$ cat src/common/panel_pkg.sv
// Shared constants and types of the operator panel block
package panel_pkg;

    // ************************************************************
    // Clock and timing
    // ************************************************************
    localparam int CLK_PERIOD_NS  = 10;
    localparam int TICK_PERIOD_NS = 1000000;
    localparam int TICK_CYCLES    = TICK_PERIOD_NS / CLK_PERIOD_NS;
    localparam int MS_WIDTH       = 11;

    // Blink phases in milliseconds: 0.35 s, 0.15 s, 0.95 s, 1.2 s
    localparam logic [10:0] BLINK1_ON_MS  = 11'd350;
    localparam logic [10:0] BLINK1_OFF_MS = 11'd150;
    localparam logic [10:0] BLINK2_ON_MS  = 11'd950;
    localparam logic [10:0] BLINK2_OFF_MS = 11'd1200;
    // Set key hold of one second
    localparam logic [10:0] HOLD_MS       = 11'd1000;
    // Upper and lower half alternation period
    localparam logic [10:0] ALT_MS        = 11'd1000;

    // ************************************************************
    // Register map
    // ************************************************************
    localparam logic [7:0] ADDR_CTRL       = 8'h00;
    localparam logic [7:0] ADDR_STATUS     = 8'h04;
    localparam logic [7:0] ADDR_IRQ_STATUS = 8'h08;
    localparam logic [7:0] ADDR_IRQ_MASK   = 8'h0c;
    localparam logic [7:0] ADDR_STATION    = 8'h10;
    localparam logic [7:0] ADDR_PARAM      = 8'h14;
    localparam logic [7:0] ADDR_POSN       = 8'h18;

    localparam logic [6:0]  MODE_ENABLE_RESET = 7'h7f;
    localparam logic [3:0]  IRQ_MASK_RESET    = 4'h0;
    localparam logic [7:0]  STATION_RESET     = 8'h01;
    localparam logic [19:0] EDIT_RESET        = 20'h00000;

    // Interrupt status bits
    localparam int IRQ_MODE  = 0;
    localparam int IRQ_OPEN  = 1;
    localparam int IRQ_EDIT  = 2;
    localparam int IRQ_ALARM = 3;

    // Display glyphs beyond hex digits
    localparam logic [4:0] GLYPH_BLANK = 5'h10;
    localparam logic [4:0] GLYPH_UPPER = 5'h11;
    localparam logic [4:0] GLYPH_LOWER = 5'h12;

    // ************************************************************
    // Types
    // ************************************************************
    typedef enum logic [1:0] {
        LAMP_DARK   = 2'b00,
        LAMP_STEADY = 2'b01,
        LAMP_BLINK1 = 2'b11,
        LAMP_BLINK2 = 2'b10
    } lamp_type;

    typedef enum logic [2:0] {
        MODE_SEQ   = 3'b000,
        MODE_MON   = 3'b001,
        MODE_STN   = 3'b011,
        MODE_MAINT = 3'b010,
        MODE_PARAM = 3'b110,
        MODE_POSN  = 3'b111,
        MODE_TEST  = 3'b101
    } mode_type;

endpackage

$ cat src/hdl/ms_counter.sv
// Millisecond counter with restart and terminal flag
`timescale 1ns/1ps
module ms_counter #(
    parameter int WIDTH = 11
) (
    // Clock and reset
    input  wire logic             sys_clk,
    input  wire logic             srst,
    // Control
    input  wire logic             restart,
    input  wire logic             tick,
    input  wire logic [WIDTH-1:0] limit,
    // Result
    output logic      [WIDTH-1:0] count,
    output logic                  done
);

    always_ff @(posedge sys_clk) begin
        if (srst || restart) begin
            count <= '0;
        end else if (tick && count != limit) begin
            count <= count + 1'b1;
        end
    end

    assign done = (count == limit);

endmodule

$ cat src/hdl/operator_panel.sv
// Operator panel: status lamp, six-digit display, keys and modes
`timescale 1ns/1ps
// Contract
// - Lamp steadily lit while online and servo ready.
// - Alarm or battery warning blinks lamp 0.35 s on, 0.15 s off.
// - Sequence test blinks lamp 0.95 s on, 1.2 s off.
// - Offline with dark lamp while motor-rotating test runs.
// - Six-digit display; five or more digits alternate upper/lower five.
// - Decode mode/escape, up, down and set/shift keys.
// - Seven panel modes, some may be disabled.
// - A mode/escape press with no data open steps to the next available mode.
// - Values editable only in parameter and positioning edit modes.
// - Maintenance mode shows current alarm and alarm history.
// - Station mode shows configured station number.
// - Test mode commands motor motion from keys.
module operator_panel
    import panel_pkg::*;
#(
    parameter int TICK_LEN = TICK_CYCLES
) (
    // Clock and reset
    input  wire logic        sys_clk,
    input  wire logic        srst,
    // Register port
    input  wire logic [7:0]  addr,
    input  wire logic [31:0] wr_data,
    input  wire logic        wr_strobe,
    input  wire logic        rd_strobe,
    output logic      [31:0] rd_data,
    output logic             irq,
    // Panel keys, high while pressed
    input  wire logic        mode_escape_key,
    input  wire logic        up_key,
    input  wire logic        down_key,
    input  wire logic        set_shift_key,
    // Amplifier status
    input  wire logic        servo_ready,
    input  wire logic        alarm_active,
    input  wire logic        battery_warning,
    input  wire logic        seq_test_active,
    input  wire logic        loader_test_active,
    // Display data, one nibble per digit
    input  wire logic [39:0] seq_value,
    input  wire logic [39:0] monitor_value,
    input  wire logic [39:0] alarm_present,
    input  wire logic [39:0] alarm_history,
    // Outputs
    output logic             lamp_on,
    output logic [41:0]      segments,
    output logic             jog_fwd,
    output logic             jog_rev,
    output logic             offline
);

    // ************************************************************
    // Millisecond tick
    // ************************************************************
    logic [16:0] tick_count;
    logic        tick;

    always_ff @(posedge sys_clk) begin
        if (srst || tick) begin
            tick_count <= 17'h00000;
        end else begin
            tick_count <= tick_count + 17'h00001;
        end
    end

    assign tick = (tick_count == 17'(TICK_LEN - 1));

    // ************************************************************
    // Registers
    // ************************************************************
    logic [6:0]  mode_enable;
    logic [3:0]  irq_status;
    logic [3:0]  irq_mask;
    logic [7:0]  station;
    logic [19:0] param_value;
    logic [19:0] posn_value;
    logic [3:0]  events;
    mode_type    mode;
    lamp_type    lamp_state;
    logic        opened;

    always_ff @(posedge sys_clk) begin
        if (srst) begin
            mode_enable <= MODE_ENABLE_RESET;
            irq_mask    <= IRQ_MASK_RESET;
            station     <= STATION_RESET;
        end else if (wr_strobe) begin
            if (addr == ADDR_CTRL)     mode_enable <= wr_data[6:0];
            if (addr == ADDR_IRQ_MASK) irq_mask    <= wr_data[3:0];
            if (addr == ADDR_STATION)  station     <= wr_data[7:0];
        end
    end

    // Read clears, a new event in the same cycle wins
    always_ff @(posedge sys_clk) begin
        if (srst) begin
            irq_status <= 4'h0;
        end else if (rd_strobe && addr == ADDR_IRQ_STATUS) begin
            irq_status <= events;
        end else begin
            irq_status <= irq_status | events;
        end
    end

    always_ff @(posedge sys_clk) begin
        if (srst) begin
            rd_data <= 32'h00000000;
        end else if (rd_strobe) begin
            case (addr)
                ADDR_CTRL:       rd_data <= {25'h0000000, mode_enable};
                ADDR_STATUS:     rd_data <= {23'h000000, offline, lamp_on, lamp_state,
                                             opened, 1'b0, mode};
                ADDR_IRQ_STATUS: rd_data <= {28'h0000000, irq_status};
                ADDR_IRQ_MASK:   rd_data <= {28'h0000000, irq_mask};
                ADDR_STATION:    rd_data <= {24'h000000, station};
                ADDR_PARAM:      rd_data <= {12'h000, param_value};
                ADDR_POSN:       rd_data <= {12'h000, posn_value};
                default:         rd_data <= 32'h00000000;
            endcase
        end else begin
            rd_data <= 32'h00000000;
        end
    end

    assign irq = |(irq_status & irq_mask);

    // ************************************************************
    // Keys
    // ************************************************************
    logic [3:0] key_prev;
    logic       mode_press;
    logic       up_press;
    logic       down_press;
    logic       hold_done;

    always_ff @(posedge sys_clk) begin
        if (srst) begin
            key_prev <= 4'h0;
        end else begin
            key_prev <= {mode_escape_key, up_key, down_key, set_shift_key};
        end
    end

    assign mode_press = mode_escape_key && !key_prev[3];
    assign up_press   = up_key && !key_prev[2];
    assign down_press = down_key && !key_prev[1];

    // Counts held milliseconds of the set key
    ms_counter #(.WIDTH(MS_WIDTH)) u_hold (
        .sys_clk (sys_clk),
        .srst    (srst),
        .restart (!set_shift_key),
        .tick    (tick),
        .limit   (HOLD_MS),
        .count   (),
        .done    (hold_done)
    );

    // ************************************************************
    // Mode selection
    // ************************************************************
    function automatic mode_type mode_succ(mode_type m);
        case (m)
            MODE_SEQ:   return MODE_MON;
            MODE_MON:   return MODE_STN;
            MODE_STN:   return MODE_MAINT;
            MODE_MAINT: return MODE_PARAM;
            MODE_PARAM: return MODE_POSN;
            MODE_POSN:  return MODE_TEST;
            default:    return MODE_SEQ;
        endcase
    endfunction

    function automatic int mode_index(mode_type m);
        case (m)
            MODE_SEQ:   return 0;
            MODE_MON:   return 1;
            MODE_STN:   return 2;
            MODE_MAINT: return 3;
            MODE_PARAM: return 4;
            MODE_POSN:  return 5;
            default:    return 6;
        endcase
    endfunction

    mode_type next_mode;

    always_comb begin
        mode_type c;
        logic     found;
        c         = mode;
        found     = 1'b0;
        next_mode = mode;
        for (int i = 0; i < 7; i++) begin
            c = mode_succ(c);
            if (!found && mode_enable[mode_index(c)]) begin
                next_mode = c;
                found     = 1'b1;
            end
        end
    end

    // Escape closes open data, otherwise the key steps the mode
    always_ff @(posedge sys_clk) begin
        if (srst) begin
            mode   <= MODE_SEQ;
            opened <= 1'b0;
        end else if (mode_press) begin
            if (opened) begin
                opened <= 1'b0;
            end else begin
                mode <= next_mode;
            end
        end else if (hold_done && !opened) begin
            opened <= 1'b1;
        end
    end

    // ************************************************************
    // Editing, maintenance page and test motion
    // ************************************************************
    logic maint_history;
    logic edit_param;
    logic edit_posn;

    assign edit_param = opened && mode == MODE_PARAM;
    assign edit_posn  = opened && mode == MODE_POSN;

    always_ff @(posedge sys_clk) begin
        if (srst) begin
            param_value <= EDIT_RESET;
            posn_value  <= EDIT_RESET;
        end else begin
            if (wr_strobe && addr == ADDR_PARAM) begin
                param_value <= wr_data[19:0];
            end else if (edit_param && up_press) begin
                param_value <= param_value + 20'h00001;
            end else if (edit_param && down_press) begin
                param_value <= param_value - 20'h00001;
            end
            if (wr_strobe && addr == ADDR_POSN) begin
                posn_value <= wr_data[19:0];
            end else if (edit_posn && up_press) begin
                posn_value <= posn_value + 20'h00001;
            end else if (edit_posn && down_press) begin
                posn_value <= posn_value - 20'h00001;
            end
        end
    end

    always_ff @(posedge sys_clk) begin
        if (srst || !opened || mode != MODE_MAINT) begin
            maint_history <= 1'b0;
        end else if (up_press || down_press) begin
            maint_history <= !maint_history;
        end
    end

    always_ff @(posedge sys_clk) begin
        if (srst) begin
            jog_fwd <= 1'b0;
            jog_rev <= 1'b0;
            offline <= 1'b0;
        end else begin
            jog_fwd <= opened && mode == MODE_TEST && up_key && !down_key;
            jog_rev <= opened && mode == MODE_TEST && down_key && !up_key;
            offline <= jog_fwd || jog_rev || loader_test_active;
        end
    end

    // ************************************************************
    // Status lamp
    // ************************************************************
    lamp_type    next_lamp;
    logic [10:0] blink_limit;
    logic [10:0] blink_ms;
    logic        blink_done;
    logic        lamp_change;
    logic        alarm_prev;

    always_comb begin
        if (alarm_active || battery_warning) begin
            next_lamp = LAMP_BLINK1;
        end else if (seq_test_active) begin
            next_lamp = LAMP_BLINK2;
        end else if (!offline && servo_ready) begin
            next_lamp = LAMP_STEADY;
        end else begin
            next_lamp = LAMP_DARK;
        end
    end

    always_comb begin
        case (lamp_state)
            LAMP_BLINK1: blink_limit = lamp_on ? BLINK1_ON_MS : BLINK1_OFF_MS;
            LAMP_BLINK2: blink_limit = lamp_on ? BLINK2_ON_MS : BLINK2_OFF_MS;
            default:     blink_limit = BLINK1_ON_MS;
        endcase
    end

    assign lamp_change = (next_lamp != lamp_state);

    ms_counter #(.WIDTH(MS_WIDTH)) u_blink (
        .sys_clk (sys_clk),
        .srst    (srst),
        .restart (lamp_change || blink_done),
        .tick    (tick),
        .limit   (blink_limit),
        .count   (blink_ms),
        .done    (blink_done)
    );

    always_ff @(posedge sys_clk) begin
        if (srst) begin
            lamp_state <= LAMP_DARK;
            lamp_on    <= 1'b0;
        end else begin
            lamp_state <= next_lamp;
            case (next_lamp)
                LAMP_STEADY: lamp_on <= 1'b1;
                LAMP_BLINK1,
                LAMP_BLINK2: begin
                    if (lamp_change) begin
                        lamp_on <= 1'b1;
                    end else if (blink_done) begin
                        lamp_on <= !lamp_on;
                    end
                end
                default:     lamp_on <= 1'b0;
            endcase
        end
    end

    always_ff @(posedge sys_clk) begin
        if (srst) begin
            alarm_prev <= 1'b0;
        end else begin
            alarm_prev <= alarm_active;
        end
    end

    assign events[IRQ_MODE]  = mode_press && !opened && next_mode != mode;
    assign events[IRQ_OPEN]  = hold_done && !opened && !mode_press;
    assign events[IRQ_EDIT]  = (edit_param || edit_posn) && (up_press || down_press);
    assign events[IRQ_ALARM] = alarm_active && !alarm_prev;

    // ************************************************************
    // Display
    // ************************************************************
    logic [39:0] shown;
    logic        alt_done;
    logic        alt_upper;
    logic        long_value;
    logic [4:0]  glyph [6];

    ms_counter #(.WIDTH(MS_WIDTH)) u_alt (
        .sys_clk (sys_clk),
        .srst    (srst),
        .restart (alt_done),
        .tick    (tick),
        .limit   (ALT_MS),
        .count   (),
        .done    (alt_done)
    );

    always_ff @(posedge sys_clk) begin
        if (srst) begin
            alt_upper <= 1'b0;
        end else if (alt_done) begin
            alt_upper <= !alt_upper;
        end
    end

    always_comb begin
        case (mode)
            MODE_SEQ:   shown = seq_value;
            MODE_MON:   shown = monitor_value;
            MODE_STN:   shown = {32'h00000000, station};
            MODE_MAINT: shown = maint_history ? alarm_history : alarm_present;
            MODE_PARAM: shown = {20'h00000, param_value};
            MODE_POSN:  shown = {20'h00000, posn_value};
            default:    shown = {38'h0000000000, jog_fwd, jog_rev};
        endcase
        if (!opened) begin
            shown = {37'h0000000000, 3'(mode_index(mode) + 1)};
        end
    end

    assign long_value = |shown[39:16];

    always_comb begin
        for (int d = 0; d < 6; d++) begin
            glyph[d] = GLYPH_BLANK;
        end
        if (long_value) begin
            // Marker digit tells which half is on view
            glyph[5] = alt_upper ? GLYPH_UPPER : GLYPH_LOWER;
            for (int d = 0; d < 5; d++) begin
                glyph[d] = {1'b0, alt_upper ? shown[4*(d+5) +: 4] : shown[4*d +: 4]};
            end
        end else begin
            for (int d = 0; d < 4; d++) begin
                glyph[d] = {1'b0, shown[4*d +: 4]};
            end
        end
    end

    function automatic logic [6:0] glyph_seg(logic [4:0] g);
        case (g)
            5'h00: return 7'h3f;
            5'h01: return 7'h06;
            5'h02: return 7'h5b;
            5'h03: return 7'h4f;
            5'h04: return 7'h66;
            5'h05: return 7'h6d;
            5'h06: return 7'h7d;
            5'h07: return 7'h07;
            5'h08: return 7'h7f;
            5'h09: return 7'h6f;
            5'h0a: return 7'h77;
            5'h0b: return 7'h7c;
            5'h0c: return 7'h39;
            5'h0d: return 7'h5e;
            5'h0e: return 7'h79;
            5'h0f: return 7'h71;
            5'h11: return 7'h76;
            5'h12: return 7'h38;
            default: return 7'h00;
        endcase
    endfunction

    always_ff @(posedge sys_clk) begin
        if (srst) begin
            segments <= 42'h00000000000;
        end else begin
            for (int d = 0; d < 6; d++) begin
                segments[7*d +: 7] <= glyph_seg(glyph[d]);
            end
        end
    end

    // ************************************************************
    // Checks
    // ************************************************************
    chk_lamp_steady: assert property (@(posedge sys_clk) disable iff (srst)
        lamp_state == LAMP_STEADY |-> lamp_on)
        else $error("lamp not lit in steady state");

    chk_alarm_blink: assert property (@(posedge sys_clk) disable iff (srst)
        (alarm_active || battery_warning) |=> lamp_state == LAMP_BLINK1)
        else $error("alarm did not select fast blink");

    chk_blink1_off: assert property (@(posedge sys_clk) disable iff (srst)
        lamp_state == LAMP_BLINK1 && !lamp_on |-> blink_ms <= BLINK1_OFF_MS)
        else $error("fast blink off phase too long");

    chk_blink2_on: assert property (@(posedge sys_clk) disable iff (srst)
        lamp_state == LAMP_BLINK2 && lamp_on && $past(lamp_on) |-> blink_ms <= BLINK2_ON_MS)
        else $error("slow blink on phase too long");

    chk_offline_dark: assert property (@(posedge sys_clk) disable iff (srst)
        offline && !alarm_active && !battery_warning && !seq_test_active
        |=> !lamp_on)
        else $error("lamp lit while offline");

    chk_mode_step: assert property (@(posedge sys_clk) disable iff (srst)
        mode_press && !opened && $countones(mode_enable) > 1 |=> mode != $past(mode))
        else $error("mode key did not step mode");

    chk_edit_only: assert property (@(posedge sys_clk) disable iff (srst)
        param_value != $past(param_value) && !$past(wr_strobe)
        |-> $past(mode) == MODE_PARAM && $past(opened))
        else $error("parameter changed outside edit mode");

    chk_hold_open: assert property (@(posedge sys_clk) disable iff (srst)
        $rose(opened) |-> $past(hold_done) && $past(set_shift_key))
        else $error("data opened without full hold");

    chk_jog_test: assert property (@(posedge sys_clk) disable iff (srst)
        jog_fwd |-> $past(mode) == MODE_TEST && $past(up_key) ##1 offline)
        else $error("jog outside test mode or not offline");

    chk_lamp_order: assert property (@(posedge sys_clk) disable iff (srst)
        seq_test_active && !alarm_active && !battery_warning
        |=> lamp_state == LAMP_BLINK2)
        else $error("sequence test blink not selected");

    chk_blink_restart: assert property (@(posedge sys_clk) disable iff (srst)
        lamp_change && next_lamp != LAMP_DARK |=> lamp_on && blink_ms == 11'd0)
        else $error("blink did not restart on change");

endmodule

$ cat config.mk
export PLATFORM = sky130hd
export DESIGN_NAME = operator_panel
export DESIGN_NICKNAME = d
export VERILOG_FILES = /design/src/common/panel_pkg.sv /design/src/hdl/ms_counter.sv /design/src/hdl/operator_panel.sv
export SDC_FILE = /design/constraint.sdc
export NUM_CORES = 1
export LEC_CHECK = 0
export BUFFER_PORTS_ARGS = -buffer_cell sky130_fd_sc_hd__buf_2
export CORE_MARGIN = 8
export CORE_UTILIZATION = 37
export CTS_BUF_LIST = sky130_fd_sc_hd__clkbuf_16
export DETAILED_ROUTE_END_ITERATION = 8
export PLACE_DENSITY = 0.55
export SLEW_MARGIN = 5
export SYNTH_ARGS = -nofsm -noshare
export SYNTH_HDL_FRONTEND = slang
export SYNTH_SLANG_ARGS = --single-unit
export TNS_END_PERCENT = 100
$ cat constraint.sdc
create_clock -name sys_clk -period 5.62 [get_ports sys_clk]
set_input_delay 0.562 -clock sys_clk [delete_from_list [all_inputs] [get_ports sys_clk]]
set_output_delay 0.562 -clock sys_clk [all_outputs]
set_load 0.02 [all_outputs]
Word-level counts from Yosys, hierarchy flattened
Memory sizes are Yosys's and may differ from the RTL's. A register that Yosys moved wholly into a read port is not among the register bits.
Index checks and enable logic that the tools add are counted.

storage, ports and cells
  ROM bits = 1344
  memories kept = 6
  flip-flop bits (word level) = 162
  output and inout bits = 79

memories
  name             words  width  rd ports  clocked after memory_dff  write ports  RTL line               RTL
  (no name shown)  32     7      1         1                         0            operator_panel.sv:412  case (g)
  (no name shown)  32     7      1         1                         0            operator_panel.sv:412
  (no name shown)  32     7      1         1                         0            operator_panel.sv:412
  (no name shown)  32     7      1         1                         0            operator_panel.sv:412
  (no name shown)  32     7      1         1                         0            operator_panel.sv:412
  (no name shown)  32     7      1         1                         0            operator_panel.sv:412

operators by class
  bitwise gates (word level) = 4
  $lt $le $gt $ge = 7
  equal/unequal tests = 63
  reductions and logical operators = 84
  $add $sub $neg = 9
  muxes and demuxes = 78

operators with widths
  kind                                                   count
  case mux 3 bit (6 select lines)                        15
  case mux 40 bit (6 select lines)                       1
  < comparator 32 x 5 -> 1 bit, second input constant    7
  case mux 20 bit (7 select lines)                       1
  two-way mux 20 bit                                     6
  two-way mux 40 bit                                     2
  equality test 3 bit, second input constant             17
  equality test 3 x 2 -> 1 bit, second input constant    16
  adder 20 x 1 -> 20 bit, second input constant          2
  subtractor 20 x 1 -> 20 bit, second input constant     2
  adder 11 x 1 -> 11 bit, second input constant          3
  logical AND 1 bit                                      33
  equality test 3 x 1 -> 1 bit, second input constant    8
  equality test 8 x 5 -> 1 bit, second input constant    3
  zero test 3 bit                                        8
  two-way mux 3 bit                                      8
  two-way mux 4 bit                                      6
  OR reduction 24 bit                                    1
  two-way mux 1 bit                                      23
  equality test 11 x 10 -> 1 bit, second input constant  2
  != test 11 x 10 -> 1 bit, second input constant        2
  case mux 11 bit (2 select lines)                       1
  binary-select mux 1 bit (select 3 bit)                 7
  zero test 1 bit                                        19
  other kinds (28)                                       52

Depth between registers and ports, before layout
Gate-level depths: netlist of the first run.

  depth in word-level cells = 30
  gate-level depth with buffers = 17

Modules after synthesis
From an unflattened synthesis of the first run, not the netlist that was laid out.

unflattened totals
  cell total of the unflattened synthesis = 1847
  area total of the unflattened synthesis = 14555.2 um^2

by module, submodules not included
  module          sequential area each (um^2)  cells each  area an instance (um^2)  instances
  operator_panel  3083.0                       1619        12655.9                  1
  ms_counter      220.2                        76          633.1                    3

Worst setup path after synthesis of the first run
No wires, ideal clock.

  path kind = flip-flop to flip-flop
  start point = reg mode[1]
  end point = reg posn_value[19]
  path slack = 989 ps
  library setup time = 86 ps
  clock period less this slack = 4631 ps
  arrival time = 4545 ps
  cell stages (with the launch flop) = 18
  cells stage by stage = dfxtp_1 buf_4 buf_4 buf_2 buf_1 buf_1 nand3_1 ha_1 a211oi_1 o21ai_0 a31oi_1 a211oi_1 o31ai_1 o21ai_0 a2111oi_0 a41o_1 a21oi_1 a211oi_1

on the way
  longest elaborated chain between the ends = 5
  elaborated cells on any way between the ends = 7
  those cells by class = eq/ne (1); mux (2); reduce/logical (4)

RTL lines
  item                    RTL line               RTL
  start, declared         operator_panel.sv:81   mode_type mode;
  start signal, assigned  operator_panel.sv:215  mode <= next_mode;
  equality test 3 bit *   operator_panel.sv:230  assign edit_posn = opened && mode == MODE_POSN;
  logical AND 1 bit *     operator_panel.sv:230
  logical AND 1 bit       operator_panel.sv:246  end else if (edit_posn && up_press) begin
  two-way mux 20 bit      operator_panel.sv:246
  two-way mux 20 bit      operator_panel.sv:244  if (wr_strobe && addr == ADDR_POSN) begin
  end signal, assigned    operator_panel.sv:245  posn_value <= wr_data[19:0];
  end signal, assigned    operator_panel.sv:247  posn_value <= posn_value + 20'h00001;
  end signal, assigned    operator_panel.sv:249  posn_value <= posn_value - 20'h00001;
  end, declared           operator_panel.sv:79   logic [19:0] posn_value;

Every way passes the cells marked *; elsewhere a longest branch is shown, timed or not.
A chain may end at the register's enable or synchronous reset.

Worst setup path after layout of the first run
  start point = reg mode[1]
  end point = reg segments[27]

on the way
  longest elaborated chain between the ends = 5
  elaborated cells on any way between the ends = 11
  those cells by class = eq/ne (5); mux (4); reduce/logical (2)

RTL lines
  item                                                      RTL line                                      RTL
  equality test 3 bit, or another cell as far along         operator_panel.sv:378                         case (mode)
  case mux 40 bit (6 select lines) *                        operator_panel.sv:378
  two-way mux 40 bit *                                      operator_panel.sv:387                         if (!opened) begin
  OR reduction 24 bit or two-way mux 4 bit (tied branches)  operator_panel.sv:392, operator_panel.sv:402
  two-way mux 19 bit *                                      operator_panel.sv:398                         if (long_value) begin
  end, declared                                             operator_panel.sv:49                          output logic [41:0] segments,

Marked as above.

==> results.yml, run 1 <==
synthesis:
  synth.avg_cell_area_sq_um: 7.79
  ys_seq_elements: 187
  yosys_warnings: 0
  ys_types: 86
  netlist_instances: 1739
  synth_area_sq_um: 13500
  ys_seq_area_frac: 0.276
  synth_ff_type: "dfxtp_1"
  synth_edf_count: 0
  ys_async_sr_fraction: 0
finish:
  syn_to_final_growth_pct: 16.7
  final_common_cell: "buf_2"
  finalNetCount: 2238
  drive_gt1_frac: 0.194
  layout_common_cells: "265 x buf_2, 227 x nor2_1, 183 x dfxtp_1"
global_routing:
  grt_pass1_vias: 13400
  overflow: 0
  antenna_found_initial: 6
  grt_use_total: 0.236
  grt_pass1_wl_um: 79800
  grt_start_max_net_pins: 63
power_and_ir_drop:
  p_seq_frac: 0.408
  p_per_area_nw_per_um2: 214
  pwr-share-clk: 0.388
  power_mw: 3.38
  switching_share: 0.321
  total_leakage_power_nw: 6.40
  peakVddDrop_mv: 0.224
  power_frac_comb: 0.204
  p_sw_mw: 1.09
  internal_power_mw: 2.29
route:
  avgRoutedWirePerCell_um: 21.7
  wirelength_um: 52700
  drt_pre_antenna_iters: 5
  vias: 14000
  via_per_inst: 5.76
  first_iter_violations: 1187
  ant_nets: 0
  drc: 0
sta:
  slew_headroom: 0.282
  rsz0062_at_grt: "false"
  finalSetupTns_ns: 0
  finalSetupViolations: 0
  worst_slew_pin_slew_ns: 1.07
  fmax_mhz: 216
  fin_crit_ns: 4.62
  slew_viol_final: 0
  setup_slack_ns: 0.997
  finClkSkew_ns: 0.0103
  period_share: 0.823
  hold_viol: 0
clock_tree:
  cts_buffers: 17
  cts_hold_buf: 0
  clock_latency_ns: 0.45
  path_clk_slew_ns: 0.08
  root_buffer: "clkbuf_16"
  htreeDepth: 4
  cts_resized: 0
  clock_path_buffers: 2
  clock-sinks: 187
  post_cts_buffers: 0
  cts_tree: "done"
floorplan:
  initial_utilization: 0.373
  rows: 70
  dieArea_sq_um: 43000
  io_pins: 292
  die_h_um: 207
  core-area_sq_um: 36300
  die_w_um: 207
critical_path:
  cpMaxStageDelayCell: "mux2i_1"
  cp_max_fo: 37
  cp.arrival_ns: 4.98
  required_ns: 5.98
  crit_path_end_kind: "flip-flop"
  critPathMaxStageDelay_ns: 0.53
  cp-start-kind: "flip-flop"
  cp_cell_sequence: "buf_4 -> nor2_2 -> a221o_1 -> o221ai_1 -> nand3_2 -> or3b_4 -> o21bai_1 -> buf_4 -> mux2i_1 -> inv_1 -> ha_1 -> mux2i_1 -> nor2_1 -> a211oi_1"
  crit_type: "reg -> reg"
flow_run:
  max_cap_violations: 0
hold_path:
  hold_path.class: "in -> reg"
placed_design:
  port_buffers: 266
  gp_congestion: 0.938
  dp_hpwl_um: 41200
  pre_cts_slack_ns: 0.722
status:
  status: "finished clean"
[registers in the layout (all words and copies together) (netlist names), 8 cells and up]
| register | count |
|---|---|
| param_value | 20 |
| posn_value | 20 |
| rd_data | 20 |
| segments | 38 |
| station | 8 |
| tick_count | 17 |
| u_alt.count | 11 |
| u_blink.count | 11 |
| u_hold.count | 11 |
[power groups by stage]
stage / logic, mW / clock network (mW) / registers, mW
finish: 0.688 / 1.31 / 1.38
detailed placement: 0.673 / 0 / 1.41
global placement: 0.670 / 0 / 1.41
floorplan: 0.406 / 0 / 1.42
CTS: 0.678 / 1.34 / 1.38
global route: 0.737 / 1.40 / 1.38
[worst paths after layout]
| kind | cells past startpoint | to | startpoint | slack [ns] |
|---|---|---|---|---|
| worst max-delay path | 14 | segments[27] | mode[1] | 1.0 |
| worst min-delay path | 2 | jog_fwd | down_key | 0.34 |
| worst max register to register | 14 | segments[27] | mode[1] | 1.0 |
| worst min register to register | 1 | tick_count[0] | tick_count[0] | 0.45 |
[worst max-delay path, delay by kind of cell (launching register included)]
family	cells	cell delay (ns)
AOI/OAI and AO/OA	4	1.54
and+or+nand+nor	4	0.90
buffers and inverters	3	0.79
muxes	2	0.68
DFF	1	0.34
adders and majority gates	1	0.29
[layout make-up]
type / count / area (sq um)
antenna: 3 / 7.51
clock buffer: 17 / 425
clock inverter: 15 / 200
fill: 3748 / 20500
inverter: 40 / 150
multi-input combinational: 1398 / 9100
sequential: 187 / 3750
tap: 468 / 586
timing repair buffer: 301 / 1600
[cells in the mapped netlist, drive strengths merged, types with 5 or more instances]
| library cell | number | area (sq um) |
|---|---|---|
| nand4 | 10 | 62.6 |
| nand2b | 13 | 81.3 |
| nand3 | 70 | 355 |
| nor2b | 24 | 150 |
| mux2 | 17 | 195 |
| xor2 | 35 | 307 |
| a22o | 11 | 96.3 |
| o22a | 6 | 52.6 |
| inv | 37 | 139 |
| or3 | 10 | 62.6 |
| a211o | 7 | 62.6 |
| o21ai | 71 | 359 |
| or3b | 5 | 46.3 |
| a221oi | 27 | 243 |
| a22oi | 34 | 255 |
| a21o | 16 | 120 |
| nor3 | 41 | 205 |
| a21oi | 117 | 589 |
| a222oi | 6 | 60.1 |
| or2 | 7 | 43.8 |
| ha | 78 | 976 |
| clkbuf | 71 | 267 |
| a31oi | 17 | 106 |
| o211ai | 13 | 97.6 |
| nor4 | 16 | 100 |
| o22ai | 15 | 93.8 |
| o21a | 7 | 52.6 |
| xnor2 | 45 | 394 |
| and2 | 13 | 83.8 |
| mux2i | 91 | 911 |
| o21bai | 10 | 75.1 |
| buf | 55 | 337 |
| dfxtp | 187 | 3740 |
| o31ai | 6 | 45.0 |
| nor2 | 228 | 856 |
| and3 | 16 | 100 |
| a211oi | 38 | 285 |
| a311oi | 29 | 254 |
| nand2 | 180 | 676 |
[per-layer routing]
metal	GRT usage	share of wire	vias up
li1	-	-	6728
met1	0.302	0.43	6602
met2	0.377	0.45	571
met3	0.0557	0.079	74
met4	0.0996	0.038	6
met5	0	0.00063	-
[per-stage QoR]
stage	utilization	hold WS (ns)	cell area, sq um	std cells
finish	0.435	0.338	15800	2429
global route	0.435	0.305	15800	2429
CTS	0.435	0.304	15800	2426
detailed placement	0.418	0.445	15200	2394
global placement	0.418	0.424	15200	2394
floorplan	-	0.413	13600	1751
[cell families (layout without fill, tap and decap cells)]
logic type | after synthesis | count (layout) | synth area share
AOI/OAI and AO/OA | 464 | 464 | 0.234
xor gates and xnor gates | 80 | 80 | 0.0517
adders and majority gates | 80 | 80 | 0.0750
buffers and inverters | 166 | 373 | 0.0556
DFF | 187 | 187 | 0.276
muxes | 111 | 111 | 0.0866
other | 1 | 16 | 0.000277
and+or+nand+nor | 650 | 650 | 0.220
Power figures use the tool's default switching activity.
==> inputs of run 2 (changes only) <==
--- a/config.mk
+++ b/config.mk
@@ -5,6 +5,7 @@
 export SDC_FILE = /design/constraint.sdc
 export NUM_CORES = 1
 export LEC_CHECK = 0
+export ABC_AREA = 1
 export BUFFER_PORTS_ARGS = -buffer_cell sky130_fd_sc_hd__buf_2
 export CORE_MARGIN = 8
 export CORE_UTILIZATION = 37
==> constraint.sdc (replaced) <==
create_clock -name sys_clk -period 4.8 [get_ports sys_clk]
set_input_delay 0.48 -clock sys_clk [delete_from_list [all_inputs] [get_ports sys_clk]]
set_output_delay 0.48 -clock sys_clk [all_outputs]
set_load 0.02 [all_outputs]
==> run 2 against run 1 <==
  * Combinational power rose by 45%
  * Total power rose by 20%
  * Wire length down 3.1%
  * Non-clock buffer count shrank 11
  * Final area shrank 0.11%
  * Largest cell class unchanged
==> results.yml, run 2 <==
synthesis:
  synth.most_common_cell: "nand2_1"
  ys_seq_area_frac: 0.278
  netlist_instances: 2113
  ys_async_sr_fraction: 0
  yosys_warnings: 0
  synth_top_area_share: 0.278
  synth_ff_type: "dfxtp_1"
  ys_types: 59
  synth_top_cells_by_count: "610 x nand2_1, 219 x inv_1, 187 x dfxtp_1, 177 x a21oi_1, 165 x nor2_1"
  synth_area_sq_um: 13400
  synth_edf_count: 0
  synth_top_cell_by_area: "dfxtp_1"
  ys_seq_elements: 187
  synth.avg_cell_area_sq_um: 6.36
  synth_area_leaders: "dfxtp_1 28%, nand2_1 17%, ha_1 7.3%, a21oi_1 6.6%, inv_1 6.1%"
critical_path:
  crit_type: "reg -> reg"
  cp_max_fo: 34
  cp_common_cell: "nand2_1"
  cp.arrival_ns: 4.56
  critPathMaxStageDelay_ns: 0.52
  cp-start-kind: "flip-flop"
  cpMaxStageDelayCell: "dfxtp_1"
  crit_path_end_kind: "flip-flop"
  cp_cell_sequence: "nor2_1 -> nand2_2 -> inv_2 -> a22o_1 -> o31ai_1 -> nand3_1 -> nor3_4 -> nand2_2 -> nand2_1 -> nand3_1 -> nand2_1 -> inv_1 -> ha_1 -> inv_1 -> nand2_1 -> nand2_1 -> o21ai_1 -> nor2_1"
  required_ns: 5.14
global_routing:
  grt_use_total: 0.233
  antenna_found_initial: 0
  grt_start_max_net_pins: 54
  overflow: 0
  grt_pass1_vias: 14300
  grt_pass1_wl_um: 78000
sta:
  worst_slew_pin_slew_ns: 1.09
  slew_headroom: 0.271
  hold_viol: 0
  slew_viol_final: 0
  rsz0062_at_grt: "false"
  finalSetupViolations: 0
  period_share: 0.878
  finClkSkew_ns: 0.0120
  fmax_mhz: 237
  finalSetupTns_ns: 0
  fin_crit_ns: 4.21
finish:
  largest_register_ffs: 38
  regArea_sq_um: 3740
  utilization: 0.437
  finalNetCount: 2646
  drive_gt1_frac: 0.155
  syn_to_final_growth_pct: 17.5
  stdcell_count: 2835
  nFillCells: 3852
  layout_common_cells: "610 x nand2_1, 266 x buf_2, 219 x inv_1"
  final_common_cell: "nand2_1"
  multi_input_area_sq_um: 8470
  regMostFlops: "segments"
clock_tree:
  clock_latency_ns: 0.46
  cts_buffers: 17
  clock_path_buffers: 2
  post_cts_buffers: 0
  cts_tree: "done"
  path_clk_slew_ns: 0.07
  cts_hold_buf: 0
  cts_resized: 0
  htreeDepth: 4
  root_buffer: "clkbuf_16"
  clock-sinks: 187
placed_design:
  dp_hpwl_um: 40900
  gp_congestion: 0.945
  dp.cells: 2802
  port_buffers: 266
power_and_ir_drop:
  total_leakage_power_nw: 7.45
  peakVddDrop_mv: 0.264
  p_per_area_nw_per_um2: 257
floorplan:
  core-area_sq_um: 36200
  die_h_um: 207
  initial_utilization: 0.372
  rows: 70
  die_w_um: 207
  dieArea_sq_um: 42700
  io_pins: 292
route:
  via_per_inst: 5.31
  wirelength_um: 51000
  vias: 15000
  ant_nets: 0
  drc: 0
  drt_pre_antenna_iters: 5
  avgRoutedWirePerCell_um: 18.0
  first_iter_violations: 1083
status:
  status: "finished clean"
hold_path:
  hold_path.class: "in -> reg"
flow_run:
  max_cap_violations: 0
-- run 2: cell count changes in the layout (fill, tap and decap cells not counted), sizes merged, moves of 21 or more --
| cell | change |
|---|---|
| a211oi | -29 |
| a21oi | +60 |
| nor2b | -24 |
| nor2 | -61 |
| nand3 | +52 |
| nand2 | +443 |
| a311oi | -28 |
| xnor2 | -33 |
| a31oi | +28 |
| inv | +185 |
| o21ai | +64 |
| a22oi | -21 |
| mux2i | -88 |
-- run 2: area by class of cell --
cell class | instances | area share
Multi-Input combinational cell | 1621 | 0.536
Sequential cell | 187 | 0.237
Timing Repair Buffer | 290 | 0.0965
Inverter | 236 | 0.0561
Tap cell | 468 | 0.0371
Clock buffer | 17 | 0.0269
Clock inverter | 15 | 0.00990
Antenna cell | 1 | 0.000158
-- run 2: logic make-up after synthesis --
family | count (synthesis) | synth area share
AO/OA/AOI/OAI | 485 | 0.214
XOR/XNOR | 30 | 0.0195
adder cells (fa/ha/maj) | 80 | 0.0756
buffers and inverters | 317 | 0.0956
flip-flops | 187 | 0.278
multiplexers | 4 | 0.00307
other | 1 | 0.000279
AND/OR/NAND/NOR | 1009 | 0.313
-- run 2: routing by layer --
layer	up-vias	routed length, um	GRT usage	share of wire
met5	-	0	0	0
met4	0	1790	0.101	0.035
met3	81	3550	0.0442	0.070
met2	534	23200	0.380	0.45
met1	6866	22500	0.298	0.44
li1	7563	-	-	-
-- run 2: critical path, delay by kind of cell, from the launching register on --
kind,cells,cell delay (ns)
simple gates,11,1.93
compound gates,3,0.83
flops,1,0.52
buf+inv,3,0.48
fa+ha+maj,1,0.30
-- run 2: final timing paths --
kind | startpoint | to | slack, ns | depth (start not counted)
hold reg to reg | tick_count[0] | tick_count[0] | 0.47 | 1
hold / removal | up_key | jog_rev | 0.20 | 2
setup reg to reg | mode[1] | segments[17] | 0.59 | 18
setup / recovery | mode[1] | segments[17] | 0.59 | 18
-- run 2: metrics by stage --
step	cell area (sq um)	hold slack [ns]	setup WS, ns	power [mW]
floorplan	13500	0.430	0.702	2.28
global placement	15200	0.445	0.666	2.64
detailed placement	15200	0.461	0.654	2.64
CTS	15800	0.176	0.621	4.09
global route	15800	0.185	0.133	4.28
finish	15800	0.199	0.587	4.06
-- run 2: power by group --
group          internal, mW  switching (mW)  leakage [nW]
Sequential             1.59          0.0216          1.52
Clock                 0.808           0.635         0.280
Combinational         0.324           0.679          5.65
